==> config.mk <==
export PLATFORM = sky130hd
export DESIGN_NAME = mmb_mac
export DESIGN_NICKNAME = d
export VERILOG_FILES = /design/src/mmb_pkg.sv /design/src/mmb_sync.sv /design/src/mmb_mgmt.sv /design/src/mmb_mac.sv
export SDC_FILE = /design/constraint.sdc
export NUM_CORES = 2
export LEC_CHECK = 0
export BUFFER_PORTS_ARGS = -buffer_cell sky130_fd_sc_hd__buf_2
export CAP_MARGIN = 10
export CORE_MARGIN = 2
export CORE_UTILIZATION = 30
export DETAILED_ROUTE_END_ITERATION = 12
export GPL_TIMING_DRIVEN = 0
export PLACE_DENSITY_LB_ADDON = 0.2
export SLEW_MARGIN = 20
export SYNTH_ARGS = -nofsm -noshare
export SYNTH_HDL_FRONTEND = slang
export SYNTH_SLANG_ARGS = --single-unit
==> constraint.sdc <==
create_clock -name pclk -period 6.4 [get_ports pclk]
set_input_delay 0.96 -clock pclk [delete_from_list [all_inputs] [get_ports pclk]]
set_output_delay 0.96 -clock pclk [all_outputs]
set_load 0.03 [all_outputs]
==> src/mmb_pkg.sv <==
// Shared constants, types and the register map of the MII MAC DMA port.
// Assumes a 32-bit APB slave whose byte address is 12 bits wide.
package mmb_pkg;
	// ----------------------------------------------------------------
	// Register map.
	// ----------------------------------------------------------------
	localparam int         NBUF       = 4;
	localparam logic [11:0] TX_BASE   = 12'h000;
	localparam logic [11:0] RX_BASE   = 12'h100;
	localparam logic [3:0]  OFS_STAT  = 4'h0;
	localparam logic [3:0]  OFS_ADDR  = 4'h4;
	localparam logic [3:0]  OFS_LEN   = 4'h8;
	localparam logic [11:0] CTRL_OFS  = 12'h200;
	localparam logic [11:0] MDATA_OFS = 12'h204;
	localparam logic [11:0] MCTRL_OFS = 12'h208;
	// ----------------------------------------------------------------
	// Field positions, widths and reset values.
	// ----------------------------------------------------------------
	localparam int          BIT_EN    = 0;
	localparam int          BIT_DN    = 1;
	localparam int          ADDR_LSB  = 5;
	localparam int          LEN_W     = 14;
	localparam int          CTRL_FDX  = 0;
	localparam int          CTRL_JMB  = 1;
	localparam int          MBUSY_BIT = 31;
	localparam logic [31:0] RST_WORD  = 32'h0000_0000;
	localparam int          MDC_DIV   = 160;
	// ----------------------------------------------------------------
	// Types.
	// ----------------------------------------------------------------
	typedef struct packed {
		logic       valid;
		logic [3:0] nib;
	} mmb_nib_t;
	typedef struct packed {
		logic        req;
		logic [31:0] addr;
		logic [31:0] data;
	} mmb_mreq_t;
	typedef enum logic [1:0] {TX_IDLE, TX_FETCH, TX_SEND, TX_END} mmb_tx_st_t;
endpackage

==> src/mmb_sync.sv <==
// Two-stage synchroniser for a bundle of independent levels.
// Assumes each bit is a slow level; words are not kept coherent.
`timescale 1ns/1ps
`default_nettype none
module mmb_sync #(
	parameter int W = 1
) (
	// Clock and reset.
	input  wire logic         pclk,
	input  wire logic         presetn,
	// Levels.
	input  wire logic [W-1:0] d,
	output logic      [W-1:0] q
);
	logic [W-1:0] s1_q;

	// The first stage feeds only the second, so metastability stays put.
	always_ff @(posedge pclk or negedge presetn) begin
		if (!presetn) begin
			s1_q <= '0;
			q    <= '0;
		end else begin
			s1_q <= d;
			q    <= s1_q;
		end
	end
endmodule
`default_nettype wire

==> src/mmb_mgmt.sv <==
// Management clock divider and serial shifter for the data line.
// Assumes mgmt_in is already synchronised to pclk.
`timescale 1ns/1ps
`default_nettype none
module mmb_mgmt
	import mmb_pkg::*;
(
	// Clock and reset.
	input  wire logic        pclk,
	input  wire logic        presetn,
	// Command side.
	input  wire logic        start,
	input  wire logic [31:0] wdata,
	input  wire logic [5:0]  drive_len,
	output logic             busy,
	output logic      [31:0] rdata,
	// Pins.
	output logic             mgmt_clock_out,
	input  wire logic        mgmt_in,
	output logic             mgmt_out,
	output logic             mgmt_oe
);
	import mmb_pkg::*;
	localparam logic [7:0] HALF = 8'(MDC_DIV / 2 - 1);
	logic [7:0]  div_q, div_d;
	logic        mdc_q, mdc_d, act_q, act_d, out_q, out_d, oe_q, oe_d;
	logic [31:0] sh_q, sh_d;
	logic [5:0]  bit_q, bit_d, drv_q, drv_d;
	logic        tick;

	// Clock toggles every half period; data moves on its edges.
	always_comb begin
		tick  = (div_q == HALF);
		div_d = tick ? 8'h00 : div_q + 8'h01;
		mdc_d = tick ? ~mdc_q : mdc_q;
		act_d = act_q;
		out_d = out_q;
		oe_d  = oe_q;
		sh_d  = sh_q;
		bit_d = bit_q;
		drv_d = drv_q;
		if (start && !act_q) begin
			act_d = 1'b1;
			sh_d  = wdata;
			bit_d = 6'h20;
			drv_d = drive_len;
		end else if (tick && act_q && mdc_q) begin
			// Falling edge: present the next bit or release the line.
			if (bit_q == 6'h00) begin
				act_d = 1'b0;
				oe_d  = 1'b0;
			end else begin
				out_d = sh_q[31];
				oe_d  = (6'h20 - bit_q) < drv_q; // RQ11
				bit_d = bit_q - 6'h01;
			end
		end else if (tick && act_q && !mdc_q && bit_q != 6'h20) begin
			sh_d = {sh_q[30:0], mgmt_in}; // RQ11
		end
	end

	always_ff @(posedge pclk or negedge presetn) begin
		if (!presetn) begin
			div_q <= 8'h00;
			mdc_q <= 1'b0;
			act_q <= 1'b0;
			out_q <= 1'b0;
			oe_q  <= 1'b0;
			sh_q  <= RST_WORD;
			bit_q <= 6'h00;
			drv_q <= 6'h00;
		end else begin
			div_q <= div_d;
			mdc_q <= mdc_d;
			act_q <= act_d;
			out_q <= out_d;
			oe_q  <= oe_d;
			sh_q  <= sh_d;
			bit_q <= bit_d;
			drv_q <= drv_d;
		end
	end

	assign mgmt_clock_out = mdc_q;
	assign mgmt_out       = out_q;
	assign mgmt_oe        = oe_q;
	assign busy           = act_q;
	assign rdata          = sh_q;

	property p_mdc_div;
		@(posedge pclk) disable iff (!presetn)
		$changed(mdc_q) |-> $past(div_q) == HALF;
	endproperty
	a_mdc_div: assert property (p_mdc_div) // RQ10
		else $error("Management clock edge off the divide point.");
	property p_oe_act;
		@(posedge pclk) disable iff (!presetn)
		mgmt_oe |-> act_q;
	endproperty
	a_oe_act: assert property (p_oe_act) // RQ11
		else $error("Data line driven outside a transfer.");
endmodule
`default_nettype wire

==> src/mmb_mac.sv <==
// MII side and buffer DMA sequencer of the Ethernet MAC port.
// Assumes an APB master, single-cycle-ready memory ports and a PHY.
//
// Behaviour
// RQ1: PHY supplies continuous transmit nibble clock.
// RQ2: Transmit valid high only for data nibbles.
// RQ3: One nibble per transmit clock period.
// RQ4: PHY supplies receive clock at quarter rate.
// RQ5: PHY holds receive valid across frame.
// RQ6: Capture nibbles only while receive valid.
// RQ7: Carrier sense treated as asynchronous.
// RQ8: Collision treated as asynchronous.
// RQ9: Full duplex ignores collision input.
// RQ10: Management clock is bus clock over 160.
// RQ11: Management data line bidirectional, clocked by MAC.
// RQ12: Four transmit and four receive buffers.
// RQ13: Interrupt is OR of all done flags.
// RQ14: Software writes length, then address and enable.
// RQ15: Transmit done visible by poll or interrupt.
// RQ16: Status valid once done is set.
// RQ17: Software enables four distinct receive buffers.
// RQ18: Software leaves enabled receive buffers alone.
// RQ19: Second MAC needs its shared pins assigned.
// RQ20: Done is sticky until software clears it.
// RQ21: Address rewritten for every transfer.
// RQ22: Length at most 0x800, jumbo 0x2800.
// RQ23: Carrier and collision pass a synchroniser.
`timescale 1ns/1ps
`default_nettype none
module mmb_mac
	import mmb_pkg::*;
(
	// Clock and reset.
	input  wire logic        pclk,
	input  wire logic        presetn,
	// APB slave.
	input  wire logic [11:0] paddr,
	input  wire logic        psel,
	input  wire logic        penable,
	input  wire logic        pwrite,
	input  wire logic [31:0] pwdata,
	output logic      [31:0] prdata,
	output logic             pready,
	output logic             pslverr,
	// MII pins.
	input  wire logic        tx_nibble_clock,
	output mmb_pkg::mmb_nib_t tx_nibble,
	input  wire logic        rx_nibble_clock,
	input  wire logic        rx_nibble_valid,
	input  wire logic [3:0]  rx_nibble_bus,
	input  wire logic        carrier_sense_in,
	input  wire logic        collision_in,
	// Management pins.
	output logic             mgmt_clock_out,
	input  wire logic        mgmt_data_in,
	output logic             mgmt_data_out,
	output logic             mgmt_data_oe,
	// Memory ports.
	output mmb_pkg::mmb_mreq_t txm,
	input  wire logic        txm_ack,
	input  wire logic [31:0] txm_rdata,
	output mmb_pkg::mmb_mreq_t rxm,
	input  wire logic        rxm_ack,
	// Interrupt.
	output logic             dma_irq
);
	import mmb_pkg::*;
	// ----------------------------------------------------------------
	// Pin synchronisers and edge events.
	// ----------------------------------------------------------------
	logic [9:0] syn;
	logic s_txc, s_rxc, s_dv, s_crs, s_col, s_mdi, txc_q, rxc_q;
	logic [3:0] s_rxd;
	logic tx_fall, rx_take;

	mmb_sync #(.W(10)) u_sync (
		.pclk(pclk),
		.presetn(presetn),
		.d({tx_nibble_clock, rx_nibble_clock, rx_nibble_valid,
			rx_nibble_bus, carrier_sense_in, collision_in,
			mgmt_data_in}),
		.q(syn)
	); // RQ23
	assign {s_txc, s_rxc, s_dv, s_rxd, s_crs, s_col, s_mdi} = syn;

	// Edges are found on the synchronised copies; mid-period falls are
	// used so that data is stable on both sides.
	always_ff @(posedge pclk or negedge presetn) begin
		if (!presetn) begin
			txc_q <= 1'b0;
			rxc_q <= 1'b0;
		end else begin
			txc_q <= s_txc;
			rxc_q <= s_rxc;
		end
	end
	assign tx_fall = txc_q & ~s_txc;
	assign rx_take = rxc_q & ~s_rxc;

	// ----------------------------------------------------------------
	// Register state.
	// ----------------------------------------------------------------
	logic [26:0] tadr_q [NBUF], tadr_d [NBUF], radr_q [NBUF], radr_d [NBUF];
	logic [LEN_W-1:0] tlen_q [NBUF], tlen_d [NBUF];
	logic [31:0] tsta_q [NBUF], tsta_d [NBUF], rsta_q [NBUF], rsta_d [NBUF];
	logic [NBUF-1:0] ten_q, ten_d, tdn_q, tdn_d, ren_q, ren_d, rdn_q, rdn_d;
	logic [1:0]  ctl_q, ctl_d;
	logic [31:0] mdat_q, mdat_d, prd_q, prd_d, rmux;
	logic        irq_q, wr, mstart, mbusy, hit;
	logic [31:0] mrd;
	logic [1:0]  bi;
	// Engine events consumed by the register file.
	logic        tfin, rfin;
	logic [31:0] tfin_sta, rfin_sta;
	logic [1:0]  tcur_q, tcur_d, rcur_q, rcur_d;

	assign wr = psel & penable & pwrite;
	assign bi = paddr[5:4];
	assign pready = 1'b1;
	assign pslverr = psel & penable & ~hit;

	// Decode and read mux; unmapped words read zero and flag an error.
	always_comb begin
		hit  = 1'b1;
		rmux = RST_WORD;
		if (paddr[11:8] == TX_BASE[11:8] && paddr[7:6] == 2'b00) begin
			case (paddr[3:0])
				OFS_STAT: rmux = tsta_q[bi];
				OFS_ADDR: rmux = {tadr_q[bi], 1'b0, tcur_q, tdn_q[bi], ten_q[bi]};
				OFS_LEN:  rmux = {18'h0, tlen_q[bi]};
				default:  hit = 1'b0;
			endcase
		end else if (paddr[11:8] == RX_BASE[11:8] && paddr[7:6] == 2'b00) begin
			case (paddr[3:0])
				OFS_STAT: rmux = rsta_q[bi];
				OFS_ADDR: rmux = {radr_q[bi], 1'b0, rcur_q, rdn_q[bi], ren_q[bi]};
				default:  hit = 1'b0;
			endcase
		end else begin
			case (paddr)
				CTRL_OFS:  rmux = {30'h0, ctl_q};
				MDATA_OFS: rmux = mrd;
				MCTRL_OFS: rmux = {mbusy, 31'h0};
				default:   hit = 1'b0;
			endcase
		end
	end

	// Register writes and hardware events. A done set in the same cycle
	// as a software clear wins, so no completion is ever lost.
	always_comb begin
		tadr_d = tadr_q;
		tlen_d = tlen_q;
		tsta_d = tsta_q;
		radr_d = radr_q;
		rsta_d = rsta_q;
		ten_d  = ten_q;
		tdn_d  = tdn_q;
		ren_d  = ren_q;
		rdn_d  = rdn_q;
		ctl_d  = ctl_q;
		mdat_d = mdat_q;
		mstart = 1'b0;
		prd_d  = (psel && !penable) ? rmux : prd_q;
		if (wr && hit) begin
			if (paddr[11:8] == TX_BASE[11:8] && paddr[3:0] == OFS_ADDR) begin
				tadr_d[bi] = pwdata[31:ADDR_LSB]; // RQ14
				ten_d[bi]  = pwdata[BIT_EN];
				tdn_d[bi]  = tdn_q[bi] & pwdata[BIT_DN]; // RQ20
			end else if (paddr[11:8] == TX_BASE[11:8] && paddr[3:0] == OFS_LEN) begin
				tlen_d[bi] = pwdata[LEN_W-1:0];
			end else if (paddr[11:8] == RX_BASE[11:8] && paddr[3:0] == OFS_ADDR) begin
				radr_d[bi] = pwdata[31:ADDR_LSB];
				ren_d[bi]  = pwdata[BIT_EN];
				rdn_d[bi]  = rdn_q[bi] & pwdata[BIT_DN]; // RQ20
			end else if (paddr == CTRL_OFS) begin
				ctl_d = pwdata[1:0];
			end else if (paddr == MDATA_OFS) begin
				mdat_d = pwdata;
			end else if (paddr == MCTRL_OFS) begin
				mstart = 1'b1;
			end
		end
		if (tfin) begin
			tdn_d[tcur_q]  = 1'b1; // RQ15
			ten_d[tcur_q]  = 1'b0;
			tsta_d[tcur_q] = tfin_sta; // RQ16
		end
		if (rfin) begin
			rdn_d[rcur_q]  = 1'b1;
			ren_d[rcur_q]  = 1'b0;
			rsta_d[rcur_q] = rfin_sta;
		end
	end

	always_ff @(posedge pclk or negedge presetn) begin
		if (!presetn) begin
			for (int i = 0; i < NBUF; i++) begin
				tadr_q[i] <= 27'h0;
				radr_q[i] <= 27'h0;
				tlen_q[i] <= 14'h0;
				tsta_q[i] <= RST_WORD;
				rsta_q[i] <= RST_WORD;
			end
			ten_q  <= 4'h0;
			tdn_q  <= 4'h0;
			ren_q  <= 4'h0;
			rdn_q  <= 4'h0;
			ctl_q  <= 2'h0;
			mdat_q <= RST_WORD;
			prd_q  <= RST_WORD;
			irq_q  <= 1'b0;
		end else begin
			tadr_q <= tadr_d;
			radr_q <= radr_d;
			tlen_q <= tlen_d;
			tsta_q <= tsta_d;
			rsta_q <= rsta_d;
			ten_q  <= ten_d;
			tdn_q  <= tdn_d;
			ren_q  <= ren_d;
			rdn_q  <= rdn_d;
			ctl_q  <= ctl_d;
			mdat_q <= mdat_d;
			prd_q  <= prd_d;
			irq_q  <= |{tdn_d, rdn_d}; // RQ13
		end
	end
	assign prdata  = prd_q;
	assign dma_irq = irq_q;

	mmb_mgmt u_mgmt (
		.pclk(pclk),
		.presetn(presetn),
		.start(mstart),
		.wdata(mdat_q),
		.drive_len(pwdata[5:0]),
		.busy(mbusy),
		.rdata(mrd),
		.mgmt_clock_out(mgmt_clock_out),
		.mgmt_in(s_mdi),
		.mgmt_out(mgmt_data_out),
		.mgmt_oe(mgmt_data_oe)
	);

	// ----------------------------------------------------------------
	// Transmit sequencer.
	// ----------------------------------------------------------------
	mmb_tx_st_t  tst_q, tst_d;
	logic [31:0] tma_q, tma_d, tw_q, tw_d, tsr_q, tsr_d;
	logic [14:0] tnib_q, tnib_d;
	logic [3:0]  tn_q, tn_d;
	mmb_nib_t    tout_q, tout_d;
	logic        fdx;

	assign fdx = ctl_q[CTRL_FDX];

	// Buffers are served in ring order; a collision in half duplex or a
	// late memory word aborts the frame, since nothing is buffered.
	always_comb begin
		tst_d    = tst_q;
		tma_d    = tma_q;
		tw_d     = tw_q;
		tsr_d    = tsr_q;
		tnib_d   = tnib_q;
		tn_d     = tn_q;
		tout_d   = tout_q;
		tcur_d   = tcur_q;
		tfin     = 1'b0;
		tfin_sta = tsr_q;
		case (tst_q)
			TX_IDLE: begin
				if (ten_q[tcur_q] && (fdx || !s_crs)) begin // RQ7
					tma_d  = {tadr_q[tcur_q], 5'h00};
					tnib_d = {tlen_q[tcur_q], 1'b0};
					tsr_d  = RST_WORD;
					tst_d  = (tlen_q[tcur_q] == 14'h0) ? TX_END : TX_FETCH;
				end
			end
			TX_FETCH: begin
				if (txm_ack) begin
					tw_d  = txm_rdata;
					tn_d  = 4'h8;
					tma_d = tma_q + 32'h4;
					tst_d = TX_SEND;
				end else if (tx_fall && tout_q.valid) begin
					tout_d.valid = 1'b0;
					tsr_d  = 32'h5;
					tst_d  = TX_END;
				end
			end
			TX_SEND: begin
				if (tx_fall) begin
					if (s_col && !fdx) begin // RQ8 RQ9
						tout_d.valid = 1'b0;
						tsr_d  = 32'h3;
						tst_d  = TX_END;
					end else begin
						tout_d = '{valid: 1'b1, nib: tw_q[3:0]}; // RQ2 RQ3
						tw_d   = {4'h0, tw_q[31:4]};
						tnib_d = tnib_q - 15'h1;
						tn_d   = tn_q - 4'h1;
						if (tnib_q == 15'h1) begin
							tst_d = TX_END;
						end else if (tn_q == 4'h1) begin
							tst_d = TX_FETCH;
						end
					end
				end
			end
			TX_END: begin
				if (tx_fall || !tout_q.valid) begin
					tout_d.valid = 1'b0; // RQ2
					tfin   = 1'b1;
					tcur_d = tcur_q + 2'h1; // RQ12
					tst_d  = TX_IDLE;
				end
			end
			default: tst_d = TX_IDLE;
		endcase
	end

	always_ff @(posedge pclk or negedge presetn) begin
		if (!presetn) begin
			tst_q  <= TX_IDLE;
			tma_q  <= RST_WORD;
			tw_q   <= RST_WORD;
			tsr_q  <= RST_WORD;
			tnib_q <= 15'h0;
			tn_q   <= 4'h0;
			tout_q <= '0;
			tcur_q <= 2'h0;
		end else begin
			tst_q  <= tst_d;
			tma_q  <= tma_d;
			tw_q   <= tw_d;
			tsr_q  <= tsr_d;
			tnib_q <= tnib_d;
			tn_q   <= tn_d;
			tout_q <= tout_d;
			tcur_q <= tcur_d;
		end
	end
	assign tx_nibble = tout_q;
	assign txm = '{req: tst_q == TX_FETCH, addr: tma_q, data: RST_WORD};

	// ----------------------------------------------------------------
	// Receive sequencer.
	// ----------------------------------------------------------------
	logic        ract_q, ract_d, rprv_q, rprv_d, rovr_q, rovr_d;
	logic [31:0] rw_q, rw_d, rma_q, rma_d;
	logic [3:0]  rn_q, rn_d;
	logic [14:0] rcnt_q, rcnt_d;
	mmb_mreq_t   rxm_q, rxm_d;

	// Only one store may be pending; a word completing before the last
	// store was taken is an overrun, reported in the status word.
	always_comb begin
		ract_d   = ract_q;
		rprv_d   = rprv_q;
		rovr_d   = rovr_q;
		rw_d     = rw_q;
		rma_d    = rma_q;
		rn_d     = rn_q;
		rcnt_d   = rcnt_q;
		rcur_d   = rcur_q;
		rfin     = 1'b0;
		rfin_sta = {14'h0, rcnt_q[0], rovr_q, 2'h0, rcnt_q[14:1]};
		rxm_d    = rxm_q;
		if (rxm_ack) begin
			rxm_d.req = 1'b0;
		end
		if (rx_take) begin
			rprv_d = s_dv;
			if (s_dv && ract_q) begin // RQ6
				rw_d   = {s_rxd, rw_q[31:4]};
				rn_d   = rn_q + 4'h1;
				rcnt_d = rcnt_q + 15'h1;
				if (rn_q == 4'h7) begin
					rovr_d = rovr_q | (rxm_q.req & ~rxm_ack);
					rxm_d  = '{req: 1'b1, addr: rma_q, data: rw_d};
					rma_d  = rma_q + 32'h4;
					rn_d   = 4'h0;
				end
			end else if (s_dv && !rprv_q && ren_q[rcur_q]) begin
				ract_d = 1'b1;
				rma_d  = {radr_q[rcur_q], 5'h00};
				rw_d   = {s_rxd, 28'h0};
				rn_d   = 4'h1;
				rcnt_d = 15'h1;
				rovr_d = 1'b0;
			end else if (!s_dv && ract_q) begin
				if (rn_q != 4'h0) begin
					rovr_d = rovr_q | (rxm_q.req & ~rxm_ack);
					rxm_d  = '{req: 1'b1, addr: rma_q,
						data: rw_q >> {5'(4'h8 - rn_q), 2'b00}};
				end
				ract_d = 1'b0;
				rfin   = 1'b1;
				rfin_sta = {14'h0, rcnt_q[0], rovr_d, 2'h0, rcnt_q[14:1]};
				rcur_d = rcur_q + 2'h1; // RQ12
			end
		end
	end

	always_ff @(posedge pclk or negedge presetn) begin
		if (!presetn) begin
			ract_q <= 1'b0;
			rprv_q <= 1'b0;
			rovr_q <= 1'b0;
			rw_q   <= RST_WORD;
			rma_q  <= RST_WORD;
			rn_q   <= 4'h0;
			rcnt_q <= 15'h0;
			rcur_q <= 2'h0;
			rxm_q  <= '0;
		end else begin
			ract_q <= ract_d;
			rprv_q <= rprv_d;
			rovr_q <= rovr_d;
			rw_q   <= rw_d;
			rma_q  <= rma_d;
			rn_q   <= rn_d;
			rcnt_q <= rcnt_d;
			rcur_q <= rcur_d;
			rxm_q  <= rxm_d;
		end
	end
	assign rxm = rxm_q;

	// ----------------------------------------------------------------
	// Checks.
	// ----------------------------------------------------------------
	property p_txv_edge;
		@(posedge pclk) disable iff (!presetn)
		$rose(tx_nibble.valid) |-> $past(tx_fall);
	endproperty
	a_txv_edge: assert property (p_txv_edge) // RQ2
		else $error("Transmit valid rose off a clock fall.");
	property p_txd_edge;
		@(posedge pclk) disable iff (!presetn)
		$changed(tx_nibble.nib) |-> $past(tx_fall) && tx_nibble.valid;
	endproperty
	a_txd_edge: assert property (p_txd_edge) // RQ3
		else $error("Transmit nibble changed off a clock fall.");
	property p_rx_take;
		@(posedge pclk) disable iff (!presetn)
		rx_take && s_dv && ract_q |=> rcnt_q == $past(rcnt_q) + 15'h1;
	endproperty
	a_rx_take: assert property (p_rx_take) // RQ6
		else $error("Valid receive nibble not counted.");
	property p_fdx_col;
		@(posedge pclk) disable iff (!presetn)
		tx_fall && tst_q == TX_SEND && fdx && tnib_q > 15'h1 && tn_q > 4'h1
			|=> tst_q == TX_SEND && tx_nibble.valid;
	endproperty
	a_fdx_col: assert property (p_fdx_col) // RQ9
		else $error("Full duplex frame left the send state early.");
	property p_irq;
		@(posedge pclk) disable iff (!presetn)
		dma_irq == |{tdn_q, rdn_q};
	endproperty
	a_irq: assert property (p_irq) // RQ13
		else $error("Interrupt does not match the done flags.");
	property p_dn_set;
		@(posedge pclk) disable iff (!presetn)
		tfin |=> tdn_q[$past(tcur_q)] && !ten_q[$past(tcur_q)];
	endproperty
	a_dn_set: assert property (p_dn_set) // RQ15
		else $error("Transmit done not set on completion.");
	property p_dn_hold;
		@(posedge pclk) disable iff (!presetn)
		tdn_q[0] && !(wr && paddr == (TX_BASE | 12'(OFS_ADDR))) |=> tdn_q[0];
	endproperty
	a_dn_hold: assert property (p_dn_hold) // RQ20
		else $error("Done flag dropped without a software clear.");
	property p_ring;
		@(posedge pclk) disable iff (!presetn)
		rfin |=> rcur_q == $past(rcur_q) + 2'h1 ##1 !rfin;
	endproperty
	a_ring: assert property (p_ring) // RQ12
		else $error("Receive buffer ring did not advance.");
endmodule
`default_nettype wire

# [Word level (Yosys, flattened, before mapping)]
# Cells that the tools add are included.
[totals] regBits=966 inputBits=93 output_inout_bits=173 word_cells=404
[op_classes] add_sub_neg=12 n_lt_le_gt_ge=13 n_eq_ne=28 shifts=1 muxes=175 n_bitwise=32 reduce_logical=83
[ops] operator="32-bit 2-to-1 mux" count=26
[ops] operator="65-bit 2-to-1 mux" count=6
[ops] operator="32-bit case mux with 3 select lines" count=3
[ops] operator="128-bit bitwise mux" count=2
[ops] operator="27-bit 2-to-1 mux" count=9
[ops] operator="27-bit binary-select mux with 2-bit select" count=4
[ops] operator="108-bit bitwise mux" count=2
[ops] operator="32-bit case mux with 2 select lines" count=3
[ops] operator="32-bit binary-select mux with 2-bit select" count=2
[ops] operator="32-bit demux with 2-bit select" count=2
[ops] operator="4-bit 2-to-1 mux" count=23
[ops] operator="15-bit 2-to-1 mux" count=5
[ops] operator="14-bit 2-to-1 mux" count=5
[ops] operator="17-bit 2-to-1 mux" count=4
[ops] operator="32-bit by 3-bit adder with 32-bit output (second input constant)" count=2
[ops] operator="14-bit binary-select mux with 2-bit select" count=2
[ops] operator="56-bit bitwise mux" count=1
[ops] operator="27-bit demux with 2-bit select" count=1
[ops] operator="1-bit 2-to-1 mux" count=43
[ops] operator="12-bit by 10-bit equality test with 1-bit output (second input constant)" count=3
[ops] operator="32-bit by 7-bit right shift with 32-bit output" count=1
[ops] operator="15-bit case mux with 2 select lines" count=1
[ops] operator="14-bit demux with 2-bit select" count=1
[ops] operator="1-bit logical AND" count=25
[ops] operator="other kinds (60)" count=168

# [Depth between registers and ports, before layout]
[logic_depth] depth_word=12 ltp_mapped=15 depth_no_buf=8

# [Cells and area by module]
# From an unflattened synthesis, not the netlist that was laid out.
[unflattened] cells_unflattened=3205 hier_area_um2=37440.9
[modules_own_cells] mod="mmb_mac" instances=1 cells_per_inst=2892 area_each_um2=33975.1 seq_area_each_um2=16916.2
[modules_own_cells] mod="mmb_mgmt" instances=1 cells_per_inst=293 area_each_um2=2965.3 seq_area_each_um2=1401.3
[modules_own_cells] mod="mmb_sync" instances=1 cells_per_inst=20 area_each_um2=500.5 seq_area_each_um2=500.5

# [Least setup slack after synthesis]
# Ideal clock, no wire load.
[synth_timing] kind="register -> register" from="register rn_q[0]" to="register rxm_q (netlist bit rxm[4])" t_arrival_ps=3696 required_time_ps=6274 slack_ps=2578 path_stages_with_launch=15 n_path_buf=6 synth_period_minus_slack_ps=3822 cell_sequence="dfrtp_1 clkbuf_1 buf_1 buf_1 inv_1 ha_1 nand2b_1 buf_2 and2_1 clkbuf_1 buf_1 nor2_1 mux4_2 a221oi_1 nor2_1"
[synth_between] elab_chain_cells=6 word_cells_on_any_way=11
[synth_rtl] element="start, declared" line_no="mmb_mac.sv:352" rtl="logic [3:0] rn_q, rn_d;"
[synth_rtl] element="start signal, assigned" line_no="mmb_mac.sv:423" rtl="rn_q <= rn_d;"
[synth_rtl] element="4-bit by 4-bit subtractor with 5-bit output" line_no="mmb_mac.sv:396" rtl="data: rw_q >> {5'(4'h8 - rn_q), 2'b00}};"
[synth_rtl] element="32-bit by 7-bit right shift with 32-bit output" line_no="mmb_mac.sv:396"
[synth_rtl] element="65-bit 2-to-1 mux" line_no="mmb_mac.sv:393" rtl="if (rn_q != 4'h0) begin"
[synth_rtl] element="65-bit 2-to-1 mux" line_no="mmb_mac.sv:392" rtl="end else if (!s_dv && ract_q) begin"
[synth_rtl] element="65-bit 2-to-1 mux" line_no="mmb_mac.sv:385" rtl="end else if (s_dv && !rprv_q && ren_q[rcur_q]) begin"
[synth_rtl] element="65-bit 2-to-1 mux" line_no="mmb_mac.sv:375" rtl="if (s_dv && ract_q) begin"
[synth_rtl] element="end signal, assigned" line_no="mmb_mac.sv:426" rtl="rxm_q <= rxm_d;"
[synth_rtl] element="end, declared" line_no="mmb_mac.sv:354" rtl="mmb_mreq_t rxm_q, rxm_d;"
# Several ways; a longest one is shown, not always the timed one. The select of a mux whose other input is x is not followed.
# A chain may end at the register's enable or synchronous reset.

# [Final worst setup path]
[layout_timing] from="register rn_q[0]" to="register rxm_q (netlist bit rxm[11])"
# Same word-level chain as after synthesis.

==> results.txt <==
* Die span in x: around 350 um
- For this run, global-route usage on met1 was measured as 27.1%.
- Min cycle time layout: a little over 5 ns
* Met2 Use GR: 29.2%
- Synthesized area: 36900 um^2
* Number of distinct library cell variants in the gate-level netlist after synthesis: 75
- The first global-routing pass estimated about 180 mm of wire.
* Internal power of the cells: 9.20 mW
* Startpoint Class: register
- Number of global-route vias before repair: about 27k
- The filler cells instantiated in the layout total 12.2k.
- Post-layout instance count excluding filler cells: a little over 5k
* Cells along the critical path: clkbuf_1 > buf_1 > buf_1 > inv_1 > ha_1 > nand2b_1 > buf_2 > and2_1 > clkbuf_1 > buf_1 > buf_1 > o32ai_1 > a221oi_1 > nor2_1
- Category of the worst setup path capture point: register
- Power density relative to cell area: 305 nW/um^2
- After detailed placement, the design holds a cell count of between 4k and 5k.
- Worst slew slack as a fraction of its limit: 20.0%
- Of all flip-flops after synthesis, the portion carrying an async set or reset was 100%.
- Top cell type's share of synthesized area: 51.0%
- Final Hold Vio Count: 0
* Post-cts sizing count: 0
* Met3 Use GR: 2.93%
- Switch Pwr: 4.11 mW
* Number of cell rows: 128
* DRC viols: 0
- VDD sags by at most between 200 and 250 uV.
* Remaining antenna violation count after routing: 0
- Clock skew on the completed layout was measured at 0.0729 ns.
- Counting along the longest clock path gives a buffer depth of 3.
- Summed over all layers, the global routing overflow is 0.
- Detailed-router iteration count before antenna repair: 5
- The post-route netlist has between 20% and 30% of its cells at a drive strength greater than 1.
* Most frequent CP cell: buf_1
* Yosys top cell by area: dfrtp_1
- Total Power Consumption: 13.3 mW
* Detailed-route wire length per cell: 23.1 um
- Compared with the post-synthesis result, the final layout area differs by 18.2%.
- Leading register cell type out of synthesis: dfrtp_1
- H-Tree Depth: 3
- Setup repair after global routing left no endpoint under its margin.
- In this design, the stage delay of the slowest critical-path cell is 0.66 ns.
- The synthesized design contains 0 enable-type register cells.
- Clock latency on the worst-skew pair, taken at its later pin, is 0.70 ns.
- Post-Syn Instances: 3051
- Registers are responsible for 40.5% of the overall power.
- Worst-Margin Slew: between 1 and 1.5 ns
* Largest driver fanout on the critical path: 10
- Share of power burned in the clock network: 40.9%
* Post-synthesis sequential area ratio: 51.0%
* TritonCTS clock tree: done
* Number of I/O port buffers: 229
- Timing would allow up to 197 MHz.
- TritonCTS buffer count: between 90 and 100
* Syn. warnings: 0
- Global routing consumed, over all layers together, 18.7% of the routing resources.
* Largest net degree at the start of global routing: 129
* Routed Wire Length: 118 mm
- Finish-stage setup viols: 0
* Die ar.: about 130000 um^2
- Synth Register Bits: 752
- The clock net in this run drives a total of ~750 sinks.
* Combinational Power Share: between 10% and 20%
* Fin crit share: around 80%
- Clock transition at the register clock pins on the worst setup and hold paths after CTS: 0.06 ns
- STA puts the critical path data required time at 6.94 ns.
* Min-delay worst type: in -> async
- Initial antenna violation count: 15
* Per-cell via count in the routed design: 5.24
* Placeable core region: 122000 um^2
- In this run the vertical extent of the chip is between 300 and 400 um.
* Max-cap violations: 0
* Grt peak-use layer: met2
- Total I/O pin count: around 270
- Leakage power of the design: 19.8 nW
* Library cell contributing the largest single delay on the critical path: buf_1
- The count of final max-slew check failures came to 0.
- Number of vias in the routed layout: 26.8k
- The tree is rooted in a clkbuf_16.
- Layout net count: roughly 3.5k
- For this configuration, the core starts out at a cell density of 30.3%.
* Net switching share of the total power: 30.8%
- Weighted congestion at the end of routability-driven global placement: slightly below 0.9
* Worst EP arrival: 5.62 ns
- In the post-synthesis netlist, the biggest area contributors are dfrtp_1, mux2_2, mux4_2.
* Hold bufs inserted after CTS: 0
- Synthesized area per cell: between 10 and 15 um^2
- HPWL after DPL: between 80 and 90 mm
- Slack of the worst reg-to-reg path: approximately 1.3 ns
* Run status: completed
- 1st-iter DRT viols: roughly 2.2k
- The critical path is of the reg -> reg type.
* Buffers inserted during post-CTS setup optimization: 0
## flip-flops by register name, indices dropped and copies added (netlist names), 8 cells and up
signal / flops
tsta_q: 12
rxm: 64
tlen_q: 56
tw_q: 32
mdat_q: 32
rw_q: 32
rcnt_q: 15
u_mgmt.rdata: 32
radr_q: 108
rsta_q: 64
tma_q: 30
tadr_q: 108
tnib_q: 15
u_sync.q: 10
u_sync.s1_q: 10
rma_q: 30
u_mgmt.div_q: 8
prdata: 32
## synth_stat cells, types with 10 or more instances
master / instances
nand2b_1: 14
and3_1: 20
ha_1: 30
nand3_1: 45
nand2_1: 268
a221oi_1: 20
mux4_2: 165
nor4_1: 15
a22oi_1: 44
a21oi_1: 165
o22a_1: 18
clkbuf_1: 156
xnor2_1: 12
a41oi_1: 13
mux2_2: 391
xor2_1: 15
buf_2: 25
nor2_1: 155
a22o_1: 39
buf_4: 37
o22ai_1: 51
o21a_1: 20
dfrtp_1: 752
nor3_1: 34
mux2i_1: 89
a211oi_1: 12
a21o_1: 11
buf_1: 28
nand4_1: 23
or3_1: 10
and2_1: 15
inv_1: 68
o21ai_0: 126
a31oi_1: 33
o21ai_1: 12
## stage by stage
stage,setup WS (ns),instance area [um^2],hold slack [ns],setup TNS [ns],util (%)
global route,0.865,43700,0.0542,0,35.8
CTS,1.38,43600,0.0370,0,35.7
detailed placement,1.41,40500,0.335,0,33.1
floorplan,2.58,37100,0.331,0,-
global placement,-12.93,40200,0.333,-9602.10,33.0
finish,1.32,43700,0.0715,0,35.8
## final timing paths
check / cells past startpoint / endpoint / start
hold / removal: 1 / tw_q[14] / presetn
setup reg to reg: 14 / rxm[11] / rn_q[0]
min in group pclk: 0 / u_sync.q[3] / u_sync.s1_q[3]
setup / recovery: 14 / rxm[11] / rn_q[0]
hold reg to reg: 0 / u_sync.q[3] / u_sync.s1_q[3]
max in group asynchronous: 5 / rxm[50] / presetn
## routing by layer
layer,up-vias,routed length [um]
met5,-,15
met4,2,2640
met3,143,6530
met2,696,54300
met1,13995,54900
li1,12011,-
## kinds of logic (layout without fill, tap and decap cells)
| group | Yosys count | in the layout | synth area share (%) |
|---|---|---|---|
| XOR/XNOR | 27 | 27 | 0.640 |
| multiplexers | 648 | 648 | 24.5 |
| AND/OR/NAND/NOR | 646 | 646 | 8.08 |
| flip-flops | 752 | 752 | 51.0 |
| AO/OA/AOI/OAI | 631 | 631 | 11.1 |
| other | 2 | 40 | 0.0203 |
| adder cells (fa/ha/maj) | 30 | 30 | 1.02 |
| buffers and inverters | 315 | 721 | 3.66 |
## area by class of cell
| type | count | area (um^2) | share of cell area [%] |
|---|---|---|---|
| Inverter | 69 | 259 | 0.593 |
| Buffer | 246 | 1110 | 2.54 |
| Clock inverter | 44 | 593 | 1.36 |
| Tap cell | 1625 | 2030 | 4.66 |
| Antenna cell | 5 | 12.5 | 0.0287 |
| Multi-Input combinational cell | 2017 | 16900 | 38.7 |
| Sequential cell | 752 | 18800 | 43.1 |
| Clock buffer | 126 | 2570 | 5.89 |
| Timing Repair Buffer | 236 | 1350 | 3.10 |
## critical path, delay by kind of cell, from the launching register on
family                     cells  cell delay, ns
buffers and inverters          8            3.31
AOI/OAI and AO/OA              2            0.69
DFF                            1            0.34
adders and majority gates      1            0.31
and+or+nand+nor                3            0.31
## power by group through the flow
stage                     logic (mW)  registers [mW]  clock network, mW
final                           2.48            5.39               5.44
after global routing            2.74            5.43               5.79
after CTS                       2.50            5.38               5.59
after detailed placement        2.49            5.47                  0
after global placement          2.46            5.47                  0
after floorplan                 1.47            5.59                  0
## placed cells by master (no fill, tap or decap), types with 13 or more instances in the layout
master and n:
o22a_1 18, xor2_1 15, nand2b_1 14, conb_1 35, inv_1 68, a22oi_1 44
mux4_2 165, clkbuf_1 172, o22ai_1 51, ha_1 30, clkinv_2 24, a31oi_1 33
nand2_1 268, nor3_1 33, o21ai_0 126, mux2i_1 89, nand4_1 23, buf_4 37
a41oi_1 13, mux2_2 391, nor2_1 155, clkbuf_16 92, dfrtp_1 752, and3_1 20
clkbuf_8 14, a22o_1 39, o21a_1 20, a21oi_1 165, buf_1 21, a221oi_1 20
nand3_1 45, and2_1 15, buf_2 255
Power figures use the tool's default switching activity.
